$ cat config.mk
export PLATFORM = sky130hd
export DESIGN_NAME = dsb_debug_core
export DESIGN_NICKNAME = d
export VERILOG_FILES = /design/src/logic/dsb_pkg.sv /design/src/logic/dsb_debug_core.sv
export VERILOG_INCLUDE_DIRS = /design/src /design/src/logic
export SDC_FILE = /design/constraint.sdc
export NUM_CORES = 1
export LEC_CHECK = 0
export BUFFER_PORTS_ARGS = -buffer_cell sky130_fd_sc_hd__buf_4
export CORE_UTILIZATION = 25
export CTS_BUF_LIST = sky130_fd_sc_hd__clkbuf_8
export CTS_CLUSTER_DIAMETER = 100
export DETAILED_ROUTE_END_ITERATION = 10
export PLACE_DENSITY = 0.54
export SETUP_SLACK_MARGIN = 0.5
export SLEW_MARGIN = 25
export SYNTH_ARGS = -nofsm -noshare
export SYNTH_HDL_FRONTEND = slang
export SYNTH_SLANG_ARGS = --single-unit
export TNS_END_PERCENT = 50
$ cat constraint.sdc
create_clock -name clk -period 5.4 [get_ports clk]
set_input_delay 1.08 -clock clk [delete_from_list [all_inputs] [get_ports clk]]
set_output_delay 1.08 -clock clk [all_outputs]
set_load 0.05 [all_outputs]
$ cat src/logic/dsb_cfg.svh
/*
 * Debug state and breakpoint block: offsets, field positions, reset values, timing counts.
 * Assumes inclusion by the design module only.
 */
`ifndef DSB_CFG_SVH
`define DSB_CFG_SVH

// debug register window (present only while background mode is active)
`define DSB_OFS_INSTR        16'hFF00
`define DSB_OFS_FLAGS        16'hFF01
`define DSB_OFS_SHIFT_HI     16'hFF02
`define DSB_OFS_SHIFT_LO     16'hFF03
`define DSB_OFS_ADDR_HI      16'hFF04
`define DSB_OFS_ADDR_LO      16'hFF05
`define DSB_OFS_CCR          16'hFF06
`define DSB_ROM_BASE         16'hFF20

// breakpoint setup registers, always mapped
`define DSB_OFS_BPCTL0       16'h0020
`define DSB_OFS_BPCTL1       16'h0021
`define DSB_OFS_BPAH         16'h0022
`define DSB_OFS_BPAL         16'h0023
`define DSB_OFS_BPDH         16'h0024
`define DSB_OFS_BPDL         16'h0025

// status register bit positions
`define DSB_BIT_PERMIT       7
`define DSB_BIT_ACTIVE       6
`define DSB_BIT_TAGEN        5
`define DSB_BIT_SVALID       4
`define DSB_BIT_STEP         3

// control register 0 bit positions
`define DSB_BIT_MODE_HI      7
`define DSB_BIT_MODE_LO      6
`define DSB_BIT_PROGONLY     5
`define DSB_BIT_BP1ALE       3
`define DSB_BIT_BP0ALE       2

// control register 1 bit positions
`define DSB_BIT_SECOND       6
`define DSB_BIT_MASKH        5
`define DSB_BIT_MASKL        4
`define DSB_BIT_RW1E         3
`define DSB_BIT_RW1          2
`define DSB_BIT_RW0E         1
`define DSB_BIT_RW0          0

`define DSB_RST_ZERO8        8'h00
`define DSB_RST_ZERO16       16'h0000
`define DSB_NEXT_STEP        16'h0002

// delays in clock cycles
`define DSB_ACTIVE_WR_DLY    4
`define DSB_TAG_EN_DLY       16

`endif

$ cat src/logic/dsb_pkg.sv
/*
 * Types shared by the debug state and breakpoint block.
 * Assumes dsb_cfg.svh is on the include path.
 */
package dsb_pkg;

    typedef enum logic [2:0] {
        DSB_SEL_NONE0 = 3'h0,
        DSB_SEL_NONE1 = 3'h1,
        DSB_SEL_NEXT  = 3'h2,
        DSB_SEL_PC    = 3'h3,
        DSB_SEL_D     = 3'h4,
        DSB_SEL_X     = 3'h5,
        DSB_SEL_Y     = 3'h6,
        DSB_SEL_SP    = 3'h7
    } dsb_regsel_t;

    typedef enum logic [1:0] {
        DSB_BP_OFF     = 2'h0,
        DSB_BP_SWIDUAL = 2'h1,
        DSB_BP_FULL    = 2'h2,
        DSB_BP_BDMDUAL = 2'h3
    } dsb_bpmode_t;

    // one CPU bus cycle as seen by the comparator
    typedef struct packed {
        logic        valid;
        logic        progFetch;
        logic        read;
        logic [15:0] addr;
        logic [15:0] data;
    } dsb_buscyc_t;

    // one-hot decode of the register-select field
    typedef struct packed {
        logic next;
        logic pc;
        logic d;
        logic x;
        logic y;
        logic sp;
    } dsb_regdec_t;

    typedef enum logic [2:0] {
        DSB_TAG_IDLE = 3'b001,
        DSB_TAG_WAIT = 3'b010,
        DSB_TAG_ON   = 3'b100
    } dsb_tagst_t;

endpackage

$ cat src/logic/dsb_debug_core.sv
/*
 * Debug state flags, serial shift word, address hold, saved condition codes
 * and the hardware breakpoint comparator.
 * Assumes a CPU register port (addr/wr/rd, 8-bit data, combinational read
 * captured into a flop), firmware/serial strobes from the debug unit, and a
 * bus-cycle monitor stream from the core on the same clock.
 */
`timescale 1ns/1ns
`include "dsb_cfg.svh"

module dsb_debug_core
    import dsb_pkg::*;
#(
    parameter int ACTIVE_DLY = `DSB_ACTIVE_WR_DLY,
    parameter int TAG_DLY    = `DSB_TAG_EN_DLY
) (
    input  wire logic        clk,
    input  wire logic        rst_n,
    input  wire logic        porRst_n,
    input  wire logic        specialMode,
    input  wire logic [15:0] regAddr,
    input  wire logic        regWr,
    input  wire logic        regRd,
    input  wire logic [7:0]  regWdata,
    output logic      [7:0]  regRdata,
    output logic             regHit,
    input  wire logic        fwCmdValid,
    input  wire logic [7:0]  fwCmd,
    input  wire logic [15:0] xIndex,
    output logic      [15:0] nextAddr,
    output logic      [5:0]  regSelect,
    input  wire logic        enterBdm,
    input  wire logic        stepCmd,
    input  wire logic        tagGoCmd,
    input  wire logic [7:0]  cpuCcr,
    input  wire logic        shiftLoad,
    input  wire logic [15:0] shiftIn,
    input  wire logic        shiftDone,
    input  wire logic        hwAddrLoad,
    input  wire logic [15:0] hwAddr,
    input  wire dsb_buscyc_t busCyc,
    input  wire logic        tagExecuted,
    output logic             bdmMapped,
    output logic             tagging,
    output logic             serialEnable,
    output logic             bpTagReq,
    output logic             swiReq,
    output logic             bdmBreakReq
);

    logic        permit_r;
    logic        active_r;
    logic        tagEn_r;
    logic        sValid_r;
    logic        step_r;
    logic [15:0] shift_r;
    logic [15:0] addrHold_r;
    logic [7:0]  ccrSave_r;
    logic [7:0]  ctl0_r;
    logic [7:0]  ctl1_r;
    logic [15:0] bpAddr_r;
    logic [15:0] bpData_r;
    logic [2:0]  actPipeVal_r [ACTIVE_DLY];
    logic [ACTIVE_DLY-1:0] actPipeV_r;
    logic [4:0]  tagCnt_r;
    dsb_tagst_t  tagSt_r;
    dsb_regdec_t dec;
    logic        wrFlags;
    logic        dbgHit;
    logic        bpHit;

    assign dbgHit = active_r && (regAddr >= `DSB_OFS_INSTR) && (regAddr <= `DSB_OFS_CCR);
    assign bpHit  = (regAddr >= `DSB_OFS_BPCTL0) && (regAddr <= `DSB_OFS_BPDL);
    assign wrFlags = regWr && dbgHit && (regAddr == `DSB_OFS_FLAGS);

    always_comb begin
        dec = '0;
        unique case (dsb_regsel_t'(fwCmd[2:0]))
            DSB_SEL_NEXT: dec.next = 1'b1;
            DSB_SEL_PC:   dec.pc   = 1'b1;
            DSB_SEL_D:    dec.d    = 1'b1;
            DSB_SEL_X:    dec.x    = 1'b1;
            DSB_SEL_Y:    dec.y    = 1'b1;
            DSB_SEL_SP:   dec.sp   = 1'b1;
            DSB_SEL_NONE0, DSB_SEL_NONE1: dec = '0;
        endcase
    end

    always_ff @(posedge clk) begin
        if (!rst_n) begin
            regSelect <= 6'h00;
            nextAddr  <= `DSB_RST_ZERO16;
        end else if (fwCmdValid && !tagging) begin
            regSelect <= dec;
            if (dec.next) begin
                nextAddr <= xIndex + `DSB_NEXT_STEP;
            end
        end
    end

    // permit: firmware sets it; special modes cause firmware to set it early
    always_ff @(posedge clk) begin
        if (!rst_n) begin
            permit_r <= 1'b0;
        end else if (wrFlags) begin
            permit_r <= regWdata[`DSB_BIT_PERMIT];
        end
    end

    // active flag writes pass a fixed delay line
    always_ff @(posedge clk) begin
        if (!rst_n) begin
            actPipeV_r <= '0;
        end else begin
            actPipeV_r <= {actPipeV_r[ACTIVE_DLY-2:0], wrFlags};
        end
    end

    always_ff @(posedge clk) begin
        actPipeVal_r[0] <= {2'b00, regWdata[`DSB_BIT_ACTIVE]};
        for (int i = 1; i < ACTIVE_DLY; i++) begin
            actPipeVal_r[i] <= actPipeVal_r[i-1];
        end
    end

    always_ff @(posedge clk) begin
        if (!rst_n) begin
            // special modes come out of reset active
            active_r <= specialMode;
        end else if (enterBdm && permit_r) begin
            active_r <= 1'b1;
        end else if (actPipeV_r[ACTIVE_DLY-1]) begin
            active_r <= actPipeVal_r[ACTIVE_DLY-1][0];
        end
    end

    // tag enable set by tag-and-resume, cleared on entry
    always_ff @(posedge clk) begin
        if (!rst_n) begin
            tagEn_r <= 1'b0;
        end else if (tagGoCmd) begin
            // set wins over the entry clear in the same cycle
            tagEn_r <= 1'b1;
        end else if (enterBdm && permit_r) begin
            tagEn_r <= 1'b0;
        end else if (wrFlags) begin
            tagEn_r <= regWdata[`DSB_BIT_TAGEN];
        end
    end

    // tagging starts after the tag enable delay
    always_ff @(posedge clk) begin
        if (!rst_n) begin
            tagSt_r  <= DSB_TAG_IDLE;
            tagCnt_r <= 5'h00;
        end else begin
            unique case (tagSt_r)
                DSB_TAG_IDLE: begin
                    if (tagGoCmd || (wrFlags && regWdata[`DSB_BIT_TAGEN])) begin
                        tagSt_r  <= DSB_TAG_WAIT;
                        tagCnt_r <= 5'(TAG_DLY - 1);
                    end
                end
                DSB_TAG_WAIT: begin
                    if (!tagEn_r) begin
                        tagSt_r <= DSB_TAG_IDLE;
                    end else if (tagCnt_r == 5'h00) begin
                        tagSt_r <= DSB_TAG_ON;
                    end else begin
                        tagCnt_r <= tagCnt_r - 5'h01;
                    end
                end
                DSB_TAG_ON: begin
                    if (!tagEn_r) begin
                        tagSt_r <= DSB_TAG_IDLE;
                    end
                end
                default: tagSt_r <= DSB_TAG_IDLE;
            endcase
        end
    end

    // serial link shut off while tagging
    always_ff @(posedge clk) begin
        if (!rst_n) begin
            tagging      <= 1'b0;
            serialEnable <= 1'b1;
        end else begin
            tagging      <= (tagSt_r == DSB_TAG_ON) && tagEn_r;
            serialEnable <= !((tagSt_r == DSB_TAG_ON) && tagEn_r);
        end
    end

    // valid set on load, hardware set wins over completion clear
    always_ff @(posedge clk) begin
        if (!rst_n) begin
            sValid_r <= 1'b0;
        end else if (shiftLoad) begin
            sValid_r <= 1'b1;
        end else if (shiftDone) begin
            sValid_r <= 1'b0;
        end
    end

    // single-step flag; the command wins over a firmware clear
    always_ff @(posedge clk) begin
        if (!rst_n) begin
            step_r <= 1'b0;
        end else if (stepCmd) begin
            step_r <= 1'b1;
        end else if (wrFlags) begin
            step_r <= regWdata[`DSB_BIT_STEP];
        end
    end

    // shift word, serial load or firmware byte writes
    always_ff @(posedge clk) begin
        if (!rst_n) begin
            shift_r <= `DSB_RST_ZERO16;
        end else if (shiftLoad) begin
            shift_r <= shiftIn;
        end else if (regWr && dbgHit && regAddr == `DSB_OFS_SHIFT_HI) begin
            shift_r[15:8] <= regWdata;
        end else if (regWr && dbgHit && regAddr == `DSB_OFS_SHIFT_LO) begin
            shift_r[7:0] <= regWdata;
        end
    end

    // address hold loaded by hardware only
    always_ff @(posedge clk) begin
        if (!rst_n) begin
            addrHold_r <= `DSB_RST_ZERO16;
        end else if (hwAddrLoad) begin
            addrHold_r <= hwAddr;
        end
    end

    always_ff @(posedge clk) begin
        if (!rst_n) begin
            ccrSave_r <= `DSB_RST_ZERO8;
        end else if (enterBdm && permit_r) begin
            ccrSave_r <= cpuCcr;
        end else if (regWr && dbgHit && regAddr == `DSB_OFS_CCR) begin
            ccrSave_r <= regWdata;
        end
    end

    // breakpoint control follows normal reset
    always_ff @(posedge clk) begin
        if (!rst_n) begin
            ctl0_r <= `DSB_RST_ZERO8;
            ctl1_r <= `DSB_RST_ZERO8;
        end else if (regWr && regAddr == `DSB_OFS_BPCTL0) begin
            ctl0_r <= regWdata & 8'hEC;
        end else if (regWr && regAddr == `DSB_OFS_BPCTL1) begin
            ctl1_r <= regWdata & 8'h7F;
        end
    end

    always_ff @(posedge clk) begin
        if (!porRst_n) begin
            bpAddr_r <= `DSB_RST_ZERO16;
            bpData_r <= `DSB_RST_ZERO16;
        end else if (regWr) begin
            if (regAddr == `DSB_OFS_BPAH) bpAddr_r[15:8] <= regWdata;
            if (regAddr == `DSB_OFS_BPAL) bpAddr_r[7:0]  <= regWdata;
            if (regAddr == `DSB_OFS_BPDH) bpData_r[15:8] <= regWdata;
            if (regAddr == `DSB_OFS_BPDL) bpData_r[7:0]  <= regWdata;
        end
    end

    // register read mux, captured for a flopped output
    logic [7:0] rdMux;
    always_comb begin
        rdMux = 8'h00;
        unique case (regAddr)
            `DSB_OFS_FLAGS:    rdMux = {permit_r, active_r, tagEn_r, sValid_r, step_r, 3'h0};
            `DSB_OFS_SHIFT_HI: rdMux = shift_r[15:8];
            `DSB_OFS_SHIFT_LO: rdMux = shift_r[7:0];
            `DSB_OFS_ADDR_HI:  rdMux = addrHold_r[15:8];
            `DSB_OFS_ADDR_LO:  rdMux = addrHold_r[7:0];
            `DSB_OFS_CCR:      rdMux = ccrSave_r;
            `DSB_OFS_BPCTL0:   rdMux = ctl0_r;
            `DSB_OFS_BPCTL1:   rdMux = ctl1_r;
            `DSB_OFS_BPAH:     rdMux = bpAddr_r[15:8];
            `DSB_OFS_BPAL:     rdMux = bpAddr_r[7:0];
            `DSB_OFS_BPDH:     rdMux = bpData_r[15:8];
            `DSB_OFS_BPDL:     rdMux = bpData_r[7:0];
            default:           rdMux = 8'h00;
        endcase
        if (!dbgHit && !bpHit) begin
            rdMux = 8'h00;
        end
    end

    always_ff @(posedge clk) begin
        if (!rst_n) begin
            regRdata  <= 8'h00;
            regHit    <= 1'b0;
            bdmMapped <= 1'b0;
        end else begin
            regRdata  <= regRd ? rdMux : 8'h00;
            regHit    <= (regRd || regWr) && (dbgHit || bpHit || (active_r && regAddr >= `DSB_ROM_BASE));
            bdmMapped <= active_r;
        end
    end

    // comparator
    dsb_bpmode_t mode;
    logic progOnly, dual, hit0, hit1, dataHit, rw0Ok, rw1Ok, anyHit;
    assign mode     = dsb_bpmode_t'(ctl0_r[`DSB_BIT_MODE_HI:`DSB_BIT_MODE_LO]);
    assign dual     = (mode == DSB_BP_SWIDUAL) || (mode == DSB_BP_BDMDUAL);
    assign progOnly = ctl0_r[`DSB_BIT_PROGONLY] || (mode == DSB_BP_SWIDUAL);

    assign rw0Ok = progOnly || (mode == DSB_BP_SWIDUAL) || !ctl1_r[`DSB_BIT_RW0E]
                   || (busCyc.read == ctl1_r[`DSB_BIT_RW0]);
    assign rw1Ok = progOnly || !ctl1_r[`DSB_BIT_RW1E] || (busCyc.read == ctl1_r[`DSB_BIT_RW1]);

    always_comb begin
        // upper byte always, low byte only when enabled
        // address registers against the address bus
        hit0 = (busCyc.addr[15:8] == bpAddr_r[15:8])
               && (!ctl0_r[`DSB_BIT_BP0ALE] || busCyc.addr[7:0] == bpAddr_r[7:0]) && rw0Ok;
        // second address from the data registers
        hit1 = dual && ctl1_r[`DSB_BIT_SECOND]
               && (busCyc.addr[15:8] == bpData_r[15:8])
               && (!ctl0_r[`DSB_BIT_BP1ALE] || busCyc.addr[7:0] == bpData_r[7:0]) && rw1Ok;
        // data compare with byte masks when the second bit is set, unless program-only
        dataHit = progOnly || !ctl1_r[`DSB_BIT_SECOND]
                  || ((ctl1_r[`DSB_BIT_MASKH] || busCyc.data[15:8] == bpData_r[15:8])
                      && (ctl1_r[`DSB_BIT_MASKL] || busCyc.data[7:0] == bpData_r[7:0]));
        unique case (mode)
            DSB_BP_OFF:  anyHit = 1'b0;
            DSB_BP_FULL: anyHit = hit0 && dataHit;
            DSB_BP_SWIDUAL, DSB_BP_BDMDUAL: anyHit = hit0 || hit1;
        endcase
        if (progOnly && !busCyc.progFetch) anyHit = 1'b0;
        // one evaluation per valid bus cycle
        if (!busCyc.valid) anyHit = 1'b0;
        if (active_r) anyHit = 1'b0;
    end

    // program-only hits tag the fetch; the break waits for execution
    // debug-entry requests only while permit is high
    always_ff @(posedge clk) begin
        if (!rst_n) begin
            bpTagReq    <= 1'b0;
            swiReq      <= 1'b0;
            bdmBreakReq <= 1'b0;
        end else begin
            bpTagReq    <= anyHit && progOnly;
            swiReq      <= (mode == DSB_BP_SWIDUAL) && tagExecuted && !active_r;
            bdmBreakReq <= (mode[1] && permit_r && !active_r)
                           && ((anyHit && !progOnly) || (progOnly && tagExecuted));
        end
    end
endmodule

Word-level counts from Yosys, hierarchy flattened:

Memories as Yosys holds them, arrays and structs flattened.
Index checks and enable logic that the tools add are counted.

* register bits after elaboration: 138
* latch bits: 0
* RAM bits: 12
* ROM bits: 0
* input bits: 137
* output and inout port bits: 37
* memories kept: 1

Memories
* actPipeVal_r: depth 4, width 3, rd ports 4, clocked after memory_dff 0, wr ports 4, line dsb_debug_core.sv:63 `logic [2:0] actPipeVal_r [ACTIVE_DLY];`

* add/subtract/negate cells: 2
* multiply operators: 0
* divide/modulo/power cells: 0
* $lt $le $gt $ge: 5
* equal/unequal tests: 39
* shift-type cells: 0
* mux-type cells: 36
* bitwise gates (word level): 3
* reductions and logical operators: 85

Operators with widths (number)
* 16-bit == test, second input constant: 6
* 16-bit by 6-bit == test with 1-bit output, second input constant: 6
* 8-bit one-hot mux with 12 select lines: 1
* 8-bit == test: 6
* 8-bit 2-to-1 mux: 5
* 1-bit logical AND: 34
* 16-bit >= comparator, second input constant: 2
* 1-bit logical OR: 19
* 1-bit 2-to-1 mux: 19
* 16-bit by 2-bit adder with 16-bit output, second input constant: 1
* 16-bit by 6-bit >= comparator with 1-bit output, second input constant: 1
* 16-bit less-or-equal comparator, second input constant: 1
* 16-bit by 6-bit less-or-equal comparator with 1-bit output, second input constant: 1
* 16-bit 2-to-1 mux: 1
* 3-bit == test, second input constant: 5
* 5-bit 2-to-1 mux: 3
* 2-bit AND reduction: 7
* 1-bit logical NOT: 12
* 3-bit 2-to-1 mux: 4
* 2-bit nonzero test: 6
* 2-bit inequality test, second input constant: 5
* 5-bit one-hot mux with 2 select lines: 1
* 3-bit by 2-bit == test with 1-bit output, second input constant: 3
* 3-bit one-hot mux with 3 select lines: 1
* 16 further kinds: 20

Logic depth before layout (Yosys ltp):

Gate-level depths: netlist of run 1.

* depth after elaboration: 14
* gate-level depth with buffers: 8

Worst setup path before layout of run 1:

Ideal clock, no wire load.

* path kind: in2reg
* from: input port regAddr[5]
* to: register tagSt_r[0]
* arrival time: 2.925 ns
* data required time: 5.280 ns
* slack: 2.355 ns
* stages: 6
* buffers on the path: 1
* cells stage by stage: or4_4 > or3_1 > buf_2 > or3_4 > a31o_1 > or2_1

* cells in the longest elaborated chain, start to end: 9
* elaborated cells between the ends (all ways): 11
* classes of those cells: 2 x order compare; 2 x eq/ne; 7 x reduce/logical

Ends and longest elaborated chain
* start: declaration: line dsb_debug_core.sv:21 `input wire logic [15:0] regAddr,`
* 16-bit >= comparator (no source line)
* 1-bit logical AND (2 in a row): line dsb_debug_core.sv:72 `` assign dbgHit = active_r && (regAddr >= `DSB_OFS_INSTR) && (regAddr <= `DSB_OFS_CCR); ``
* 1-bit logical AND: line dsb_debug_core.sv:74 `` assign wrFlags = regWr && dbgHit && (regAddr == `DSB_OFS_FLAGS); ``
* 1-bit logical AND (*): line dsb_debug_core.sv:74
* 1-bit logical AND (*): line dsb_debug_core.sv:159 `` if (tagGoCmd || (wrFlags && regWdata[`DSB_BIT_TAGEN])) begin ``
* 1-bit logical OR (*): line dsb_debug_core.sv:159
* 2-bit inequality test (no source line) (*)
* 3-bit AND reduction (no source line) (*)
* end signal: assignment: line dsb_debug_core.sv:160 `tagSt_r <= DSB_TAG_WAIT;`
* end signal: assignment: line dsb_debug_core.sv:166 `tagSt_r <= DSB_TAG_IDLE;`
* end signal: assignment: line dsb_debug_core.sv:168 `tagSt_r <= DSB_TAG_ON;`
* end: declaration: line dsb_debug_core.sv:66 `dsb_tagst_t tagSt_r;`

Every way passes the cells marked *; elsewhere a longest branch is shown, timed or not.
A chain may end at the register's enable or synchronous reset.

Final worst setup path of run 1:

* from: input port regAddr[2]
* to: register bpData_r[12]

* cells in the longest elaborated chain, start to end: 2

Ends and longest elaborated chain
* 16-bit by 6-bit == test with 1-bit output
* 2-bit AND reduction (no source line)
* end signal: assignment: line dsb_debug_core.sv:263 `` bpData_r <= `DSB_RST_ZERO16; ``
* end signal: assignment: line dsb_debug_core.sv:267 `` if (regAddr == `DSB_OFS_BPDH) bpData_r[15:8] <= regWdata; ``
* end: declaration: line dsb_debug_core.sv:62 `logic [15:0] bpData_r;`

No other way between the ends.

==> results of run 1 <==
metal layers:
| metal | share of wire (%) | global-route usage, % | wire length, um |
|---|---|---|---|
| met5 | 0 | 0 | 0 |
| met4 | 1.5 | 4.85 | 375 |
| met3 | 5.7 | 3.22 | 1400 |
| met2 | 45 | 26.0 | 11100 |
| met1 | 48 | 24.2 | 11700 |
cell type report:
class / count / area share, %
Clock buffer: 20 / 3.00
Clock inverter: 11 / 2.06
Inverter: 14 / 0.573
Multi-Input combinational cell: 576 / 43.9
Sequential cell: 142 / 31.1
Tap cell: 378 / 5.15
Timing Repair Buffer: 174 / 14.2
registers in the layout (all words and copies together), names as in the netlist, 3 cells and up:
name / flops
ccrSave_r: 8
tagSt_r: 3
shift_r: 16
actPipeV_r: 4
bpData_r: 16
actPipeVal_r: 4
tagCnt_r: 5
bpAddr_r: 16
nextAddr: 16
ctl0_r: 5
addrHold_r: 16
regRdata: 8
regSelect: 6
ctl1_r: 7
path summary, 6_finish.rpt:
kind                 startpoint            endpoint  slack [ns]  cells past startpoint
max                  regAddr[2]        bpData_r[12]        2.53                      5
min reg2reg  actPipeVal_r[0][0]  actPipeVal_r[1][0]        0.32                      0
min          actPipeVal_r[0][0]  actPipeVal_r[1][0]        0.32                      0
max reg2reg            active_r          shift_r[7]        3.06                      5
cell usage in the layout (no fill, tap or decap), types with 20 or more instances in the layout:
cell type    n
dfxtp_1    141
nor3_1      38
nor2b_1     42
a21oi_1     24
buf_4      174
a22oi_1     33
a211oi_1    28
xnor2_1     59
nor2_1      73
mux2i_1     80
o21ai_0     32
clkbuf_8    20
power by group:
| group | leakage, nW | total, W | internal [W] | switching (W) |
|---|---|---|---|---|
| Combinational | 2.04 | 0.000311 | 0.000144 | 0.000168 |
| Sequential | 1.16 | 0.00111 | 0.00108 | 0.0000277 |
| Clock | 0.236 | 0.00101 | 0.000583 | 0.000424 |
metrics by stage:
step / util (%) / power, W / std cells / instance area, um2
after floorplan: - / 0.00129 / 787 / 7130
after global placement: 31.1 / 0.00144 / 1284 / 8700
after detailed placement: 31.1 / 0.00144 / 1284 / 8700
after CTS: 32.8 / 0.00245 / 1315 / 9160
after global routing: 32.8 / 0.00253 / 1315 / 9180
final: 32.8 / 0.00243 / 1315 / 9180
kinds of logic (layout without fill, tap and decap cells):
logic type / Yosys count / in the layout
compound gates: 154 / 154
xor+xnor: 64 / 64
fa+ha+maj: 3 / 3
buf+inv: 69 / 219
flops: 142 / 142
mux: 87 / 87
simple gates: 268 / 268
==> results.md, run 1 <==
* Setup WS pre-CTS at 1.99 ns
* Port bufs at 168
* Cts repair resizes at 0
* I/O pin total at 174
* Top_reg_cell synth: dfxtp_1
* CTS H-tree lvls at 4
* Max cap viols at 0
* Synthesized Nets at 927
* Largest net degree at the start of global routing at 38
* Worst min path class: flop to flop
* Core Rows at 61
* Synth area leader: dfxtp_1
* Synth Instances at 787
* PnR worst setup slack at 2.53 ns
* CP Launch Type: input pin
* RSZ-0062 raised after global routing: false
* Synthesized flop and latch total at 142
* Tcrit/Tclk final at 53.2%
* DP HPWL at 18600 um
* CTS Buffer Depth at 2
* Vias/cell at 4.86
* Clk sinks at 142
* XOR/XNOR Fraction of Synth Area at 7.86%
* Critical Path Fanout Max at 28
* Number of buffers created by CTS at 17
* Most common cell in the netlist: dfxtp_1
* Via count of the first global-routing pass at 6176
* Routed Wire Length at 24600 um
* Pwr/cell area at 264 nW/um2
* Proportion of layout cells with a drive suffix above 1 at 24.1%
* Critical path type: input pin to flop
* Synth Area in Simple Gates at 20.6%
* Routed WL per cell at 18.7 um
* Final net count at 1065
* Max incr delay on CP at 0.91 ns
* Ys async rst share at 0%
* Ant. Diodes at 0
* Hold buffer count at CTS at 0
* Slowest-stage cell, CP: nor4b_2
* Initial Util at 25.5%
* Gr ovfl total at 0
* Routability cong. at 0.876
* Mux share of post-synthesis cell area at 12.5%
* Total core area at 27900 um2
* VDD IR-drop max at 0.142 mV
* CP cell instances: buf_4, nor4b_2, and3_1, mux2i_1, nor2b_1
* GRT Total Usage at 17.0%
* Buf/Inv on CP at 1
* Synthesized area at 7130 um2
* Syn. warnings at 0
* Post-synth EDFFs at 1
* Compound-cell area share of the yosys netlist at 14.8%
* Synth top cells by count: 141 x dfxtp_1, 80 x mux2i_1, 73 x nor2_1
* Synth unique cells at 60
* CP required at 5.75 ns
* Fin Hold WS at 0.321 ns
* P&R area growth vs syn at 28.7%
* Post-synthesis adder-cell area fraction at 0.526%
* Drc violations at 0
* CTS tree: built
* Final count of hold timing violations at 0
* # fillers at 2971
* Pleak at 3.44 nW
* Sum Neg Setup Slack at 0 ns
* Initial DRT Pass Iterations at 7
* Post-CTS Setup Inserts at 0
* Routed Antenna Nets at 0
* Clk Latency, worst-skew pair at 0.45 ns
* Status: completed
* Storage cell area at 2850 um2
* Area of the multi-input gates at 4030 um2
* Relative slew slack at 29.6%
* Setup Skew at 0.0127 ns
* Synth top area share at 39.6%
* Syn avg cell area at 9.06 um2
* Die ar. at 29200 um2
* Fin. max-slew vios at 0
* DR vias at 6395
* CP arrival at 3.22 ns
* Crit path time final at 2.87 ns
* Synth top area cells: dfxtp_1 40%, mux2i_1 11%, xnor2_1 7.2%, nor2_1 3.8%, nor2b_1 3.7%
* Final setup viols at 0
* Max Clk Rate at 348 MHz
* CP Capture Type: flop
* Die H at 171 um
* Die W at 171 um
* Clock transition at path regs at 0.08 ns
* Clock Tree Root: clkbuf_8
* Worst slew pin tran at 1.05 ns
* Top cell family by delay on the critical path: simple AND/OR/NAND/NOR gates
* First-pass GRT wire length at 37000 um
* Initial antenna violation count at 0
* DRT iter0 DRCs at 445
* Seq/Total Area, Yosys at 40.0%
* Largest family of logic cells by synthesized area: simple AND/OR/NAND/NOR gates
Power figures use the tool's default switching activity.
==> run 2: changes to the inputs <==
Clock period 5.4 ns to 2.8 ns, I/O delays scaled along.
==> run 2 against run 1 <==
Compared with the run above:
- clock skew down 0.00062 ns
- sequential power up 93%
- non-clock buffer count up 15
- register-to-register slack worse by 2.4 ns
- total power up 92%
- die area unchanged
- flip-flop and latch count unchanged
- combinational power up 96%
- sequential share of layout area down 0.37 points
- final area up 1.2%
- clock power up 89%
- critical path type is now flop to flop
- critical endpoint is now tagCnt_r[3]
==> results.md, run 2 (synthesis results as in run 1) <==
* Status: completed (unchanged)
* Buf/Inv on CP at 1 (unchanged)
* Die H at 171 um (unchanged)
* Area of the multi-input gates at 4020 um2 (was 4030 um2)
* Fin Hold WS at 0.306 ns (was 0.321 ns)
* Storage cell area at 2850 um2 (unchanged)
* Total core area at 27900 um2 (unchanged)
* Commonest non-fill, non-tap cell in the layout: buf_4 (unchanged)
* Sum Neg Setup Slack at 0 ns (unchanged)
* Critical path type: flop to flop (was input pin to flop)
* CP Launch Type: flop (was input pin)
* Clk sinks at 142 (unchanged)
* CP Capture Type: flop (unchanged)
* Port bufs at 168 (unchanged)
* Hold buffer count at CTS at 0 (unchanged)
* GRT Total Usage at 17.2% (was 17.0%)
* Setup Skew at 0.0121 ns (was 0.0127 ns)
* Pwr/cell area at 502 nW/um2 (was 264 nW/um2)
* Routed Antenna Nets at 0 (unchanged)
* Top cell family by delay on the critical path: simple AND/OR/NAND/NOR gates (unchanged)
* WHS Path Cells at 2 (was 0)
* Flop2flop setup slack at 0.66 ns (was 3.06 ns)
* Clock transition at path regs at 0.08 ns (about the same)
* Slowest-stage cell, CP: or4b_2 (was nor4b_2)
* Final setup viols at 0 (unchanged)
* Vias/cell at 4.81 (was 4.86)
* P&R area growth vs syn at 30.2% (was 28.7%)
* RR Startpoint: tagCnt_r[0] (was active_r)
* CP arrival at 2.48 ns (was 3.22 ns)
* DR vias at 6401 (was 6395)
* Pleak at 3.51 nW (was 3.44 nW)
* CTS Buffer Depth at 2 (unchanged)
* Largest net degree at the start of global routing at 49 (was 38)
* Hold Crit Start: xIndex[1] (was actPipeVal_r[0][0])
* CP required at 3.14 ns (was 5.75 ns)
* Routability cong. at 0.929 (was 0.876)
* Routed WL per cell at 18.7 um (about the same)
* Overall Power at 0.00466 W (was 0.00243 W)
* Clk Latency, worst-skew pair at 0.46 ns (was 0.45 ns)
* Worst min path class: input pin to flop (was flop to flop)
* Clock Tree Root: clkbuf_8 (unchanged)
* R2r endpoint: tagCnt_r[3] (was shift_r[7])
* Number of buffers created by CTS at 17 (unchanged)
* Initial antenna violation count at 1 (was 0)
* Proportion of layout cells with a drive suffix above 1 at 25.4% (was 24.1%)
* Final net count at 1080 (was 1065)
* CTS tree: built (unchanged)
* Hold path endpoint: nextAddr[1] (was actPipeVal_r[1][0])
* CP cell instances: inv_1, ha_1, or4b_2, and3_1, o21ai_0, a21oi_2, o2111a_1 (was buf_4, nor4b_2, and3_1, mux2i_1, nor2b_1)
* I/O pin total at 174 (unchanged)
* Core Rows at 61 (unchanged)
* Crit path time final at 2.14 ns
* Gr ovfl total at 0 (unchanged)
* Max cap viols at 0 (unchanged)
* Tcrit/Tclk final at 76.4%
* First-pass GRT wire length at 37400 um (was 37000 um)
* Worst slew pin tran at 0.654 ns (was 1.05 ns)
* Post-CTS Setup Inserts at 0 (unchanged)
* CTS H-tree lvls at 4 (unchanged)
* Drc violations at 0 (unchanged)
* Final count of hold timing violations at 0 (unchanged)
* Initial Util at 25.5% (unchanged)
* Max incr delay on CP at 0.63 ns (was 0.91 ns)
* Initial DRT Pass Iterations at 5 (was 7)
* Max Clk Rate at 468 MHz
* # fillers at 2962 (was 2971)
* Cts repair resizes at 0 (unchanged)
* Die W at 171 um (unchanged)
* VDD IR-drop max at 0.265 mV (was 0.142 mV)
* Via count of the first global-routing pass at 6174 (was 6176)
* RSZ-0062 raised after global routing: false (unchanged)
* DRT iter0 DRCs at 612 (was 445)
* Critical Path Fanout Max at 5 (was 28)
* FF-to-FF path depth at 7 (was 5)
* Relative slew slack at 56.3% (was 29.6%)
* Routed Wire Length at 24900 um (was 24600 um)
* Fin. max-slew vios at 0 (unchanged)
* Die ar. at 29200 um2 (unchanged)
* DP HPWL at 18600 um (about the same)
* Commonest cells after routing, fill and taps aside: 188 x buf_4, 141 x dfxtp_1, 80 x mux2i_1, 73 x nor2_1, 59 x xnor2_1 (was 174 x buf_4, 141 x dfxtp_1, 80 x mux2i_1, 73 x nor2_1, 59 x xnor2_1)
run 2: cell type report:
class                   count  area share [%]
well taps                 378            5.09
flip-flops and latches    142            30.7
diodes                      1          0.0269
clock inverters            15            2.36
multi-input cells         576            43.3
clock buffers              17            2.52
inverters                  14           0.566
repair buffers            189            15.4
run 2: metal layers:
layer	vias to the layer above	GRT usage [%]	share of wire, %
li1	3162	-	-
met4	0	4.35	1.2
met1	2985	24.5	47
met5	-	0	0
met3	16	3.79	6.7
met2	238	26.1	45
run 2: through the flow:
step / instance area, um2 / std cells / util [%] / setup WS (ns)
final: 9290 / 1332 / 33.2 / 0.661
after CTS: 9280 / 1331 / 33.2 / 0.679
after global placement: 8830 / 1299 / 31.6 / 0.231
after detailed placement: 8830 / 1299 / 31.6 / 0.208
after global routing: 9290 / 1332 / 33.2 / 0.599
after floorplan: 7150 / 787 / - / 0.375
run 2: how the worst max path moves through the flow:
stage / start / to / cells past startpoint
2_1_floorplan: regAddr[6] / tagSt_r[0] / 6
3_3_place_gp: regAddr[6] / tagCnt_r[4] / 6
3_5_place_dp: regAddr[6] / tagCnt_r[4] / 6
4_1_cts: tagCnt_r[0] / tagCnt_r[3] / 7
5_1_grt: tagCnt_r[0] / tagCnt_r[3] / 7
6_report: tagCnt_r[0] / tagCnt_r[3] / 7
run 2: where the power goes:
group / switching [W] / internal, W / leakage, nW
clock network: 0.000854 / 0.00106 / 0.222
logic: 0.000330 / 0.000280 / 2.13
registers: 0.0000519 / 0.00208 / 1.16
total: 0.00124 / 0.00342 / 3.51
==> run 3: changes to the inputs <==
Settings changed: ABC_AREA from default to 1, PLACE_DENSITY 0.54 to 0.56.
Clock period 2.8 ns to 1.8 ns, I/O delays scaled along.
==> run 3 against run 2 <==
Compared with the run above:
- final cell count grew 32%
- sequential share of layout area is 5.7 points lower
- largest power group unchanged
- clock power grew 46%
- synthesized area is 5.9% higher
- critical path depth increased by 3
- largest cell class unchanged
- synthesized cell count increased by 39%
- clock-buffer cell count unchanged
- flip-flop and latch count stayed put
- non-clock buffer count grew 87
- combinational power is 110% higher
- total power grew 59%
- routed wire length rose by 12%
==> results.md, run 3 <==
* Status: completed (unchanged)
* First-pass GRT wire length at 42100 um (was 37400 um)
* Via count of the first global-routing pass at 7837 (was 6174)
* Ant. Diodes at 0 (was 1)
* Vias/cell at 4.64 (was 4.81)
* Switching part of the total at 29.3% (was 26.5%)
* Initial Util at 25.4% (was 25.5%)
* Setup WS pre-CTS at -0.124 ns (was 0.208 ns)
* Buf/Inv on CP at 1 (unchanged)
* Core Rows at 63 (was 61)
* Synthesized flop and latch total at 142 (unchanged)
* Synth top cells by count: 194 x nand2_1, 154 x nor2_1, 141 x dfxtp_1 (was 141 x dfxtp_1, 80 x mux2i_1, 73 x nor2_1)
* Die H at 176 um (was 171 um)
* Final net count at 1501 (was 1080)
* Max Clk Rate at 673 MHz (was 468 MHz)
* Routability cong. at 0.938 (was 0.929)
* DRT iter0 DRCs at 621 (was 612)
* Initial antenna violation count at 1 (unchanged)
* Top cell family by delay on the critical path: simple AND/OR/NAND/NOR gates (unchanged)
* Total core area at 29700 um2 (was 27900 um2)
* Synthesized area at 7550 um2 (was 7130 um2)
* NetSw at 0.00216 W (was 0.00124 W)
* Final count of hold timing violations at 0 (unchanged)
* RSZ-0062 raised after global routing: true (was false)
* Synth Instances at 1096 (was 787)
* Synth top area share at 37.4% (was 39.6%)
* I/O pin total at 174 (unchanged)
* Routed Antenna Nets at 0 (unchanged)
* Clock Tree Root: clkbuf_8 (unchanged)
* GRT Total Usage at 17.7% (was 17.2%)
* CP arrival at 1.86 ns (was 2.48 ns)
* Largest net degree at the start of global routing at 33 (was 49)
* Fin. max-slew vios at 0 (unchanged)
* Number of buffers created by CTS at 17 (unchanged)
* Ys async rst share at 0% (unchanged)
* Tcrit/Tclk final at 82.5% (was 76.4%)
* Proportion of layout cells with a drive suffix above 1 at 45.6% (was 25.4%)
* Synthesized Nets at 1236 (was 927)
* VDD IR-drop max at 0.392 mV (was 0.265 mV)
* # fillers at 3107 (was 2962)
* Post-synth EDFFs at 1 (unchanged)
* Synth unique cells at 43 (was 60)
* Internal at 0.00523 W (was 0.00342 W)
* Syn avg cell area at 6.89 um2 (was 9.06 um2)
* Relative slew slack at 70.6% (was 56.3%)
* Crit path time final at 1.49 ns (was 2.14 ns)
* End-of-flow core utilization at 39.4% (was 33.2%)
* Routed Wire Length at 27900 um (was 24900 um)
* Commonest cells after routing, fill and taps aside: 224 x buf_4, 166 x nand2_1, 124 x nor2_1, 101 x inv_1, 90 x dfxtp_1 (was 188 x buf_4, 141 x dfxtp_1, 80 x mux2i_1, 73 x nor2_1, 59 x xnor2_1)
* Seq/Total Area, Yosys at 37.8% (was 40.0%)
* Drc violations at 0 (unchanged)
* Routed WL per cell at 15.8 um (was 18.7 um)
* Die ar. at 30900 um2 (was 29200 um2)
* Worst min path class: input pin to flop (unchanged)
* Die W at 176 um (was 171 um)
* Clock share of power at 37.6% (was 41.1%)
* DR vias at 8181 (was 6401)
* Initial DRT Pass Iterations at 5 (unchanged)
* Synth top area cells: dfxtp_1 37%, nand2_1 9.6%, nor2_1 7.7%, inv_1 6.6%, o21ai_0 6.4% (was dfxtp_1 40%, mux2i_1 11%, xnor2_1 7.2%, nor2_1 3.8%, nor2b_1 3.7%)
* Overall Power at 0.00739 W (was 0.00466 W)
* Pleak at 5.08 nW (was 3.51 nW)
* Most common cell in the netlist: nand2_1 (was dfxtp_1)
* Critical Path Fanout Max at 3 (was 5)
* Most frequent cell on the critical path: nand2_1
* Clk sinks at 142 (unchanged)
* Syn. warnings at 0 (unchanged)
* Clock transition at path regs at 0.09 ns (was 0.08 ns)
* CTS H-tree lvls at 4 (unchanged)
* Worst slew pin tran at 0.438 ns (was 0.654 ns)
* CP cell instances: inv_4, or2_4, nand3_2, nor2_2, nand2_1, nand2_1, nand2_1, a21oi_2, nand2_2, nor3_2 (was inv_1, ha_1, or4b_2, and3_1, o21ai_0, a21oi_2, o2111a_1)
* CTS tree: built (unchanged)
* Synth area leader: dfxtp_1 (unchanged)
* CP required at 2.17 ns (was 3.14 ns)
* Gr ovfl total at 0 (unchanged)
* Pwr/cell area at 631 nW/um2 (was 502 nW/um2)
* Critical path type: flop to flop (unchanged)
* CP Capture Type: flop (unchanged)
* Port bufs at 168 (unchanged)
* Max incr delay on CP at 0.38 ns (was 0.63 ns)
* Top_reg_cell synth: dfxtp_1 (unchanged)
* Slowest-stage cell, CP: dfxtp_4 (was or4b_2)
* DP HPWL at 21200 um (was 18600 um)
* Final setup viols at 0 (unchanged)
* Commonest non-fill, non-tap cell in the layout: buf_4 (unchanged)
* Register share of total power at 44.9% (was 45.9%)
* CP Launch Type: flop (unchanged)
* Max cap viols at 0 (unchanged)
* Power share of the combinational group at 17.5% (was 13.1%)
* P&R area growth vs syn at 55.0% (was 30.2%)
* CTS Buffer Depth at 2 (unchanged)
* Clk Latency, worst-skew pair at 0.46 ns (about the same)
* PnR worst setup slack at 0.314 ns (was 0.661 ns)
* Setup Skew at 0.0131 ns (was 0.0121 ns)
-- run 3: cell types whose count changed in the layout (fill, tap and decap cells not counted), moves of 31 or more --
cell     change
inv_2       +32
nor2_1      +51
dfxtp_1     -51
dfxtp_2     +44
mux2i_1     -80
nor3_1      -34
inv_1       +88
a21oi_2     +36
buf_4       +36
xnor2_1     -35
nand2_1    +148
a22oi_1     -31
nor2b_1     -42
a21oi_1     +36
-- run 3: per-stage QoR --
step | cells | area, um2 | setup TNS, ns | hold slack, ns
after floorplan | 1096 | 7810 | 0 | 0.310
after global placement | 1691 | 9920 | -1.63 | 0.312
after detailed placement | 1691 | 9920 | -2.51 | 0.312
after CTS | 1741 | 10900 | 0 | 0.106
after global routing | 1764 | 11700 | 0 | 0.114
final | 1764 | 11700 | 0 | 0.127
-- run 3: cell type report --
class / instances / area (um2) / share of cell area, %
Timing Repair Buffer: 276 / 2360 / 20.2
Inverter: 146 / 593 / 5.07
Multi-Input combinational cell: 778 / 4900 / 41.9
Sequential cell: 142 / 2930 / 25.1
Tap cell: 390 / 488 / 4.17
Clock inverter: 15 / 188 / 1.60
Clock buffer: 17 / 234 / 2.00
-- run 3: layer usage --
layer	up-vias	part of all wire (%)	GRT usage, %
li1	4108	-	-
met1	3809	44	21.8
met2	226	47	29.6
met3	36	7.1	5.19
met4	2	2.1	5.54
met5	-	0.047	0
-- run 3: kinds of logic after synthesis --
group | count (synthesis) | share of synthesized area (%)
DFF | 142 | 37.8
muxes | 8 | 1.19
AOI/OAI and AO/OA | 244 | 18.1
and+or+nand+nor | 480 | 28.4
xor gates and xnor gates | 41 | 4.75
adders and majority gates | 3 | 0.497
buffers and inverters | 178 | 9.31
-- run 3: path summary, 6_finish.rpt --
check | start | end | slack [ns] | depth (start not counted)
worst min register to register | actPipeVal_r[1][0] | actPipeVal_r[2][0] | 0.33 | 0
worst min-delay path | hwAddr[12] | addrHold_r[12] | 0.13 | 3
worst max register to register | bpData_r[2] | bpTagReq | 0.31 | 10
worst max-delay path | bpData_r[2] | bpTagReq | 0.31 | 10
-- run 3: timing repair --
item	in CTS	in global routing
buffers inserted	17	20
hold buffers	0	0
endpoints found under the setup margin	107	143
gates cloned	1	3
resized for setup	158	184
pin swaps	57	64
-- run 3: worst reg2reg max path, stage by stage (launching register included) --
cell	delay, ns
dfxtp_4	0.38
inv_4	0.06
or2_4	0.11
nand3_2	0.07
nor2_2	0.12
nand2_1	0.09
nand2_1	0.07
nand2_1	0.06
a21oi_2	0.20
nand2_2	0.10
nor3_2	0.15
-- run 3: power by group through the flow --
stage	combinational [W]	clock, W	sequential [W]
3_3_place_gp	0.00110	0	0.00338
6_report	0.00129	0.00278	0.00332
5_1_grt	0.00141	0.00296	0.00333
3_5_place_dp	0.00111	0	0.00338
4_1_cts	0.00120	0.00283	0.00332
2_1_floorplan	0.000536	0	0.00342
